$ cat config.mk
export PLATFORM = sky130hd
export DESIGN_NAME = effective_address_gen
export DESIGN_NICKNAME = d
export VERILOG_FILES = /design/src/ea_gen_pkg.sv /design/src/effective_address_gen.sv
export SDC_FILE = /design/constraint.sdc
export NUM_CORES = 1
export LEC_CHECK = 0
export BUFFER_PORTS_ARGS = -buffer_cell sky130_fd_sc_hd__buf_4
export CORE_ASPECT_RATIO = 0.6
export CORE_MARGIN = 2
export CORE_UTILIZATION = 25
export CTS_BUF_LIST = sky130_fd_sc_hd__clkbuf_4 sky130_fd_sc_hd__clkbuf_8 sky130_fd_sc_hd__clkbuf_16
export CTS_CLUSTER_SIZE = 25
export DETAILED_ROUTE_END_ITERATION = 12
export PLACE_DENSITY = 0.43
export SLEW_MARGIN = 20
export SYNTH_ARGS = -nofsm -noshare
export SYNTH_HDL_FRONTEND = slang
export SYNTH_SLANG_ARGS = --single-unit
$ cat constraint.sdc
create_clock -name SYS_CLK_I -period 1.87 [get_ports SYS_CLK_I]
set_input_delay 0 -clock SYS_CLK_I [delete_from_list [all_inputs] [get_ports SYS_CLK_I]]
set_output_delay 0 -clock SYS_CLK_I [all_outputs]
set_load 0.02 [all_outputs]
$ cat src/ea_gen_pkg.sv
`default_nettype none
package ea_gen_pkg;
    // Addressing mode select codes
    localparam logic [2:0] MODE_INHERENT = 3'h0;
    localparam logic [2:0] MODE_IMMEDIATE = 3'h1;
    localparam logic [2:0] MODE_DIRECT = 3'h2;
    localparam logic [2:0] MODE_FULL_ADDRESS = 3'h3;
    localparam logic [2:0] MODE_INDEX_ONLY = 3'h4;
    localparam logic [2:0] MODE_INDEX_BYTE_OFFSET = 3'h5;
    // Instruction lengths in bytes
    localparam logic [15:0] LEN_ONE = 16'h0001;
    localparam logic [15:0] LEN_TWO = 16'h0002;
    localparam logic [15:0] LEN_THREE = 16'h0003;
    // Reset values, and the zero high byte for page-zero addresses
    localparam logic [15:0] PC_RESET = 16'h0000;
    localparam logic [15:0] ADDR_RESET = 16'h0000;
    localparam logic [7:0] HIGH_ZERO = 8'h00;
    // Highest address reachable with byte-offset indexing
    localparam logic [15:0] INDEX_OFFSET_LIMIT = 16'h01fe;
endpackage : ea_gen_pkg
`default_nettype wire

$ cat src/effective_address_gen.sv
`default_nettype none
module effective_address_gen (
    // Clock and reset
    input wire logic SYS_CLK_I,
    input wire logic RESETN_I,
    // Decode request
    input wire logic STEP_I,
    input wire logic [2:0] MODE_I,
    input wire logic IS_JUMP_I,
    // Program state and operand bytes
    input wire logic [7:0] INDEX_I,
    input wire logic [7:0] BYTE1_I,
    input wire logic [7:0] BYTE2_I,
    // Results
    output logic [7:0] ADDR_HIGH_O,
    output logic [7:0] ADDR_LOW_O,
    output logic ADDR_VALID_O,
    output logic [15:0] PC_O,
    output logic BAD_MODE_O
);
    import ea_gen_pkg::*;

    typedef struct packed {
        logic [15:0] pc;
        logic [15:0] operand_address;
        logic valid;
        logic bad_mode;
    } state_type;

    state_type cur;
    state_type next_cur;
    logic [8:0] index_sum;

    // Unsigned 8+8 sum, carry in bit 8
    assign index_sum = {1'b0, INDEX_I} + {1'b0, BYTE1_I};

    // Address and program counter per mode
    always_comb begin
        next_cur = cur;
        next_cur.valid = 1'b0;
        if (STEP_I) begin
            next_cur.bad_mode = 1'b0;
            next_cur.valid = 1'b1;
            case (MODE_I)
                MODE_INHERENT: begin
                    // No operand bytes used, address bus holds
                    next_cur.valid = 1'b0;
                    next_cur.pc = cur.pc + LEN_ONE;
                end
                MODE_IMMEDIATE: begin
                    next_cur.operand_address = cur.pc + LEN_ONE;
                    next_cur.pc = cur.pc + LEN_TWO;
                end
                MODE_DIRECT: begin
                    next_cur.operand_address = {HIGH_ZERO, BYTE1_I};
                    next_cur.pc = cur.pc + LEN_TWO;
                end
                MODE_FULL_ADDRESS: begin
                    next_cur.operand_address = {BYTE1_I, BYTE2_I};
                    // Jumps load the full 16-bit target
                    if (IS_JUMP_I) begin
                        next_cur.pc = {BYTE1_I, BYTE2_I};
                    end else begin
                        next_cur.pc = cur.pc + LEN_THREE;
                    end
                end
                MODE_INDEX_ONLY: begin
                    next_cur.operand_address = {HIGH_ZERO, INDEX_I};
                    next_cur.pc = cur.pc + LEN_ONE;
                end
                MODE_INDEX_BYTE_OFFSET: begin
                    // Carry forms the high byte: at most 0x01fe
                    next_cur.operand_address =
                        {7'h00, index_sum};
                    next_cur.pc = cur.pc + LEN_TWO;
                end
                default: begin
                    next_cur.valid = 1'b0;
                    next_cur.bad_mode = 1'b1;
                    next_cur.pc = cur.pc + LEN_ONE;
                end
            endcase
        end
    end

    // State register
    always_ff @(posedge SYS_CLK_I or negedge RESETN_I) begin
        if (!RESETN_I) begin
            cur.pc <= PC_RESET;
            cur.operand_address <= ADDR_RESET;
            cur.valid <= 1'b0;
            cur.bad_mode <= 1'b0;
        end else begin
            cur <= next_cur;
        end
    end

    // Both bus bytes from one register, same cycle
    assign ADDR_HIGH_O = cur.operand_address[15:8];
    assign ADDR_LOW_O = cur.operand_address[7:0];
    assign ADDR_VALID_O = cur.valid;
    assign PC_O = cur.pc;
    assign BAD_MODE_O = cur.bad_mode;
endmodule : effective_address_gen
`default_nettype wire

==> results.sh, run 1 <==
export IMPL_synth_common_cells="nor2_1, nand2_1, dfrtp_1"
export IMPL_final_core_util_pct=35.36
export IMPL_avgViaCountPerCell=5.525
export IMPL_synth_most_common_cell="nor2_1"
export IMPL_critical_path_slowest_cell="dfrtp_1"
export IMPL_die_width_um=154.5
export IMPL_setup_violations=0
export IMPL_grt_start_max_net_pins=35
export IMPL_wl_per_cell_um=20.18
export IMPL_synthTopCellsByArea="dfrtp_1, ha_1, xor2_1"
export IMPL_ys_flop_type="dfrtp_1"
export IMPL_synth_area_mm2=0.003400
export IMPL_synthXorXnorAreaFrac_pct=7.471
export IMPL_synth_edff_count=0
export IMPL_worst_setup_path_start_kind="register"
export IMPL_syn_num_nets=469
export IMPL_cts_tree="built"
export IMPL_synth_fa_ha_area_share_pct=5.006
export IMPL_end_kind="register"
export IMPL_pin_count=65
export IMPL_root_buffer="clkbuf_16"
export IMPL_timing_final_crit_period_ns=1.803
export IMPL_arrival_ns=1.95
export IMPL_synth_top_area_share_pct=25.03
export IMPL_grt_pass1_vias=3569
export IMPL_max_vdd_ir_drop_v=0.0005250
export IMPL_hp_class="input pin to register"
export IMPL_fmax_mhz=554.5
export IMPL_slew_viol_final=0
export IMPL_outcome="finished, final reports clean"
export IMPL_rsz0062_at_grt="yes"
export IMPL_grt_antenna_before_repair=1
export IMPL_async_reset_ff_share_pct=100.0
export IMPL_vias=3801
export IMPL_grt_overflow=0
export IMPL_numPortBuffers=64
export IMPL_drive_gt1_share_pct=32.24
export IMPL_drt_initial_drc_count=390
export IMPL_hold_violations=0
export IMPL_yosys_warnings=0
export IMPL_yosysTopAreaCell="dfrtp_1"
export IMPL_gp_congestion=0.9093
export IMPL_die_h_um=94.33
export IMPL_htree_num_levels=2
export IMPL_synth_top_family_by_area="compound AO/OA/AOI/OAI gates"
export IMPL_drc=0
export IMPL_power_uw=4842
export IMPL_num_rows=32
export IMPL_postSynthAreaPerCell_um2=7.999
export IMPL_antenna_left=0
export IMPL_drt_wl_total_um=13880
export IMPL_ys_types=68
export IMPL_clkSinkCount=34
export IMPL_tns_ns=0
export IMPL_start_util_pct=26.04
export IMPL_hpwl_um=10800
export IMPL_num_antenna_cells=0
export IMPL_final_nets=561
export IMPL_dieArea_mm2=0.01458
export IMPL_tightest_slew_ns=0.5627
export IMPL_path_class="register to register"
export IMPL_clock_latency_ns=0.29
export IMPL_drv_cap=0
export IMPL_clock_path_buffers=2
export IMPL_synth_simple_area_share_pct=25.47
export IMPL_power_leakage_uw=0.001927
export IMPL_synth_compound_area_share_pct=25.84
export IMPL_crit_fanout=9
export IMPL_numCtsBuffers=5
export IMPL_cp_cell_sequence="buf_6 -> nand4_4 -> buf_6 -> nor4_4 -> nor3b_1 -> a211oi_1 -> nand4_1"
export IMPL_ys_ff_latch=34
export IMPL_coreArea_mm2=0.01305
export IMPL_grt_pass1_wl_um=21380
export IMPL_ys_seq_area_share_pct=25.03
export IMPL_crit_top_cell="buf_6"
export IMPL_period_share_pct=96.43
export IMPL_path_clk_slew_ns=0.06
export IMPL_drt_pass1_iter_count=5
export IMPL_synthCells=425
export IMPL_slew_headroom_pct=62.49
export IMPL_fin_skew_ns=0.005642
export IMPL_area_growth_pct=35.77
export IMPL_critPathMaxStageDelay_ns=0.40
export IMPL_synthMuxAreaShare_pct=4.012
export IMPL_grt_util_all_layers_pct=19.32
export IMPL_required_ns=2.02
export IMPL_power_density_mw_per_mm2=1049
## per-stage QoR
| stage | setup slack [ns] | hold WS (ns) | instance area, µm² | std cells |
|---|---|---|---|---|
| global placement | -0.2319 | 0.01231 | 4313 | 676 |
| global route | -0.05328 | 0.01595 | 4616 | 688 |
| floorplan | 0.02023 | -0.2956 | 3410 | 425 |
| finish | 0.06668 | 0.008065 | 4616 | 688 |
| CTS | 0.01034 | 0.01038 | 4523 | 685 |
| detailed placement | -0.2012 | 0.01652 | 4313 | 676 |
## report_power, final
group | total (µW) | leakage, µW | switching (µW) | internal (µW)
clock | 1150 | 0.0000940 | 383 | 768
combinational | 2480 | 0.00143 | 1420 | 1060
sequential | 1210 | 0.000408 | 273 | 936
total | 4840 | 0.00193 | 2070 | 2770
## cells by family (layout without fill, tap and decap cells)
kind of cell / count (synthesis) / in the layout
multiplexers: 13 / 13
AND/OR/NAND/NOR: 149 / 149
buffers and inverters: 54 / 147
AO/OA/AOI/OAI: 133 / 133
XOR/XNOR: 29 / 29
adder cells (fa/ha/maj): 13 / 13
flip-flops: 34 / 34
## registers in the layout (all words and copies together) (netlist names)
name,cells
ADDR_HIGH_O,8
ADDR_VALID_O,1
PC_O,16
ADDR_LOW_O,8
BAD_MODE_O,1
## final cells by class
type	instances	area [µm²]
flip-flops and latches	34	857.1
clock buffers	5	125.1
repair buffers	120	910.9
clock inverters	3	68.82
fillers	1388	8437
multi-input cells	337	2370
well taps	170	212.7
inverters	19	71.32
## placed cells by master, fill, tap and decap left out, types with 4 or more instances in the layout
master     netlist  routed
nor4_1           5       5
o21ai_1         18      18
buf_4            4     117
and3_1           4       4
nand4_1          9       9
nand2_1         35      33
inv_1           15      14
nor3_1           9       9
nor4_2           8       6
o21ai_0         19      19
a21oi_1         25      25
mux2i_1          8       8
xor2_1          16      16
nand2b_1         5       5
nor2_1          37      37
inv_2            4       5
xnor2_1         13      13
o22ai_1          5       5
nand3_1         10      10
a221oi_1         9       7
o21a_1           6       6
o211ai_1         8       8
dfrtp_1         34      29
dfrtp_2          0       5
ha_1            12       9
clkbuf_16        0       5
a31oi_1          9       9
## critical path, delay by kind of cell (launching register included)
family | cells | cell delay [ns]
simple gates | 4 | 0.69
flops | 1 | 0.40
buf+inv | 2 | 0.36
compound gates | 1 | 0.22
## worst paths after layout
kind / slack, ns / depth (start not counted) / endpoint / start
max in group asynchronous: 1.25 / 2 / PC_O[1]$_DFFE_PN0P_ / RESETN_I
hold / removal: 0.008 / 3 / ADDR_HIGH_O[6]$_DFFE_PN0P_ / BYTE1_I[6]
setup / recovery: 0.07 / 7 / PC_O[10]$_DFFE_PN0P_ / PC_O[2]$_DFFE_PN0P_
min in group asynchronous: 0.23 / 2 / ADDR_VALID_O$_DFF_PN0_ / RESETN_I
hold reg to reg: 0.49 / 2 / ADDR_LOW_O[2]$_DFFE_PN0P_ / ADDR_LOW_O[2]$_DFFE_PN0P_
setup reg to reg: 0.07 / 7 / PC_O[10]$_DFFE_PN0P_ / PC_O[2]$_DFFE_PN0P_
## timing repair
action / 4_1_cts / 5_1_grt
hold buffers: 1 / 0
setup endpoints to repair: 1 / 18
buffers inserted: 0 / 3
resized for setup: 1 / 17
endpoints found under the hold margin: 34 / 0
pin swaps: 0 / 4
## routing by layer
layer | GRT usage (%) | share of wire (%) | up-vias
met5 | 0 | 0 | -
li1 | - | - | 1768
met3 | 3.690 | 7.1 | 6
met2 | 26.23 | 39 | 155
met4 | 2.083 | 0.41 | 0
met1 | 31.45 | 53 | 1872
Note: power is estimated with default switching activity, not from simulation.
==> inputs of run 2 (changes only) <==
- CORE_MARGIN: 2 -> 8
==> run 2 against run 1 <==
Setup slack worse by 0.046 ns. Clock skew up 0.0027 ns. Final cell count up 0.73%. Critical path depth down 1. Worst hold slack better by 0.010 ns. Die area up 21%. Fmax down 2.5%. Sequential share of layout area down 0.078 points. Critical path type unchanged. Highest routed layer unchanged.
==> results.sh, run 2 (synthesis gave the netlist of run 1 again) <==
export IMPL_outcome="finished, final reports clean"
export IMPL_instances_no_fill=693
export IMPL_grt_util_all_layers_pct=16.26
export IMPL_grt_overflow=0
export IMPL_hpwl_um=11350
export IMPL_r2r_cells=6
export IMPL_pin_count=65
export IMPL_slew_headroom_pct=23.99
export IMPL_hold_violations=0
export IMPL_path_clk_slew_ns=0.06
export IMPL_power_density_mw_per_mm2=1043
export IMPL_required_ns=2.04
export IMPL_die_h_um=106.3
export IMPL_fmax_mhz=540.6
export IMPL_arrival_ns=2.02
export IMPL_area_growth_pct=36.55
export IMPL_drt_wl_total_um=14490
export IMPL_drt_pass1_iter_count=4
export IMPL_drive_gt1_share_pct=32.24
export IMPL_root_buffer="clkbuf_16"
export IMPL_rsz0062_at_grt="yes"
export IMPL_grt_pass1_vias=3638
export IMPL_wl_per_cell_um=20.91
export IMPL_drv_cap=0
export IMPL_power_leakage_uw=0.001928
export IMPL_vias=3707
export IMPL_die_width_um=166.5
export IMPL_hp_class="input pin to register"
export IMPL_setup_violations=0
export IMPL_crit_fanout=8
export IMPL_max_vdd_ir_drop_v=0.0003758
export IMPL_clock_path_buffers=2
export IMPL_numCtsBuffers=5
export IMPL_clkSinkCount=34
export IMPL_place_inst=680
export IMPL_gp_congestion=0.9250
export IMPL_final_core_util_pct=34.49
export IMPL_whs_path_depth=3
export IMPL_clock_latency_ns=0.29
export IMPL_start_util_pct=25.26
export IMPL_dieArea_mm2=0.01771
export IMPL_final_nets=561
export IMPL_nFillCells=1427
export IMPL_worst_setup_path_start_kind="register"
export IMPL_coreArea_mm2=0.01346
export IMPL_htree_num_levels=2
export IMPL_path_class="register to register"
export IMPL_fin_skew_ns=0.008305
export IMPL_worst_hold_slack_ns=0.01833
export IMPL_numPortBuffers=64
export IMPL_final_cell_mix="buf_4, nor2_1, nand2_1"
export IMPL_drc=0
export IMPL_drt_initial_drc_count=252
export IMPL_slew_viol_final=0
export IMPL_avgViaCountPerCell=5.349
export IMPL_grt_antenna_before_repair=0
export IMPL_grt_pass1_wl_um=22430
export IMPL_timing_final_crit_period_ns=1.850
export IMPL_grt_start_max_net_pins=35
export IMPL_period_share_pct=98.92
export IMPL_cts_tree="built"
export IMPL_antenna_left=0
export IMPL_largest_reg_flops=16
export IMPL_mostFrequentLayoutCell="buf_4"
export IMPL_tightest_slew_ns=1.132
export IMPL_num_rows=33
export IMPL_num_antenna_cells=0
export IMPL_end_kind="register"
-- run 2: cell count changes in the layout (fill, tap and decap cells not counted), moves of 2 or more --
cell,change
ha_4,+2
nand2_2,-2
ha_2,-2
nand2_1,+2
-- run 2: routing by layer --
metal	wire length, µm	vias to the layer above	track usage, %
met1	7824	1803	25.72
met4	151	0	2.943
met2	5545	121	21.60
li1	-	1767	-
met5	0	-	0
met3	968	16	3.441
-- run 2: through the flow --
step,instance area (µm²),setup TNS (ns),setup slack (ns),power [µW]
floorplan,3410,0,0.02023,2539
global placement,4312,-0.01854,-0.01854,3553
detailed placement,4312,-0.03555,-0.02382,3560
CTS,4532,0,0.008952,4760
global route,4642,-0.3513,-0.05813,5112
finish,4642,0,0.02027,4842
-- run 2: timing repair --
| item | 4_1_cts | 5_1_grt |
|---|---|---|
| buffers inserted | 0 | 4 |
| hold endpoints to repair | 34 | 0 |
| hold buffers | 1 | 0 |
| resized for setup | 3 | 17 |
| pin swaps | 0 | 6 |
| endpoints found under the setup margin | 4 | 19 |
-- run 2: final timing paths --
kind	startpoint	to	slack [ns]
max	PC_O[2]$_DFFE_PN0P_	ADDR_HIGH_O[6]$_DFFE_PN0P_	0.02
min	BYTE1_I[6]	ADDR_HIGH_O[6]$_DFFE_PN0P_	0.02
max reg2reg	PC_O[2]$_DFFE_PN0P_	ADDR_HIGH_O[6]$_DFFE_PN0P_	0.02
min reg2reg	ADDR_LOW_O[4]$_DFFE_PN0P_	ADDR_LOW_O[4]$_DFFE_PN0P_	0.50
max in group asynchronous	RESETN_I	PC_O[1]$_DFFE_PN0P_	1.27
min in group asynchronous	RESETN_I	PC_O[13]$_DFFE_PN0P_	0.22
-- run 2: final cells by class --
type | instances | area, µm² | share of cell area, %
Timing Repair Buffer | 120 | 910.9 | 19.62
Tap cell | 175 | 219.0 | 4.717
Sequential cell | 34 | 858.3 | 18.49
Clock inverter | 3 | 68.82 | 1.482
Clock buffer | 5 | 125.1 | 2.695
Inverter | 19 | 71.32 | 1.536
Multi-Input combinational cell | 337 | 2389 | 51.46
-- run 2: worst max-delay path, stage by stage, from the launching register on --
cell	delay, ns
dfrtp_1	0.39
buf_6	0.15
nand4_4	0.19
nor4_2	0.46
xor2_1	0.16
a221oi_1	0.31
nor2_1	0.06
-- run 2: power by group --
part / leakage (µW) / internal, µW / switching, µW / total, µW
registers: 0.000406 / 935 / 319 / 1250
logic: 0.00143 / 1050 / 1380 / 2430
clock network: 0.0000940 / 768 / 394 / 1160
total: 0.00193 / 2750 / 2090 / 4840
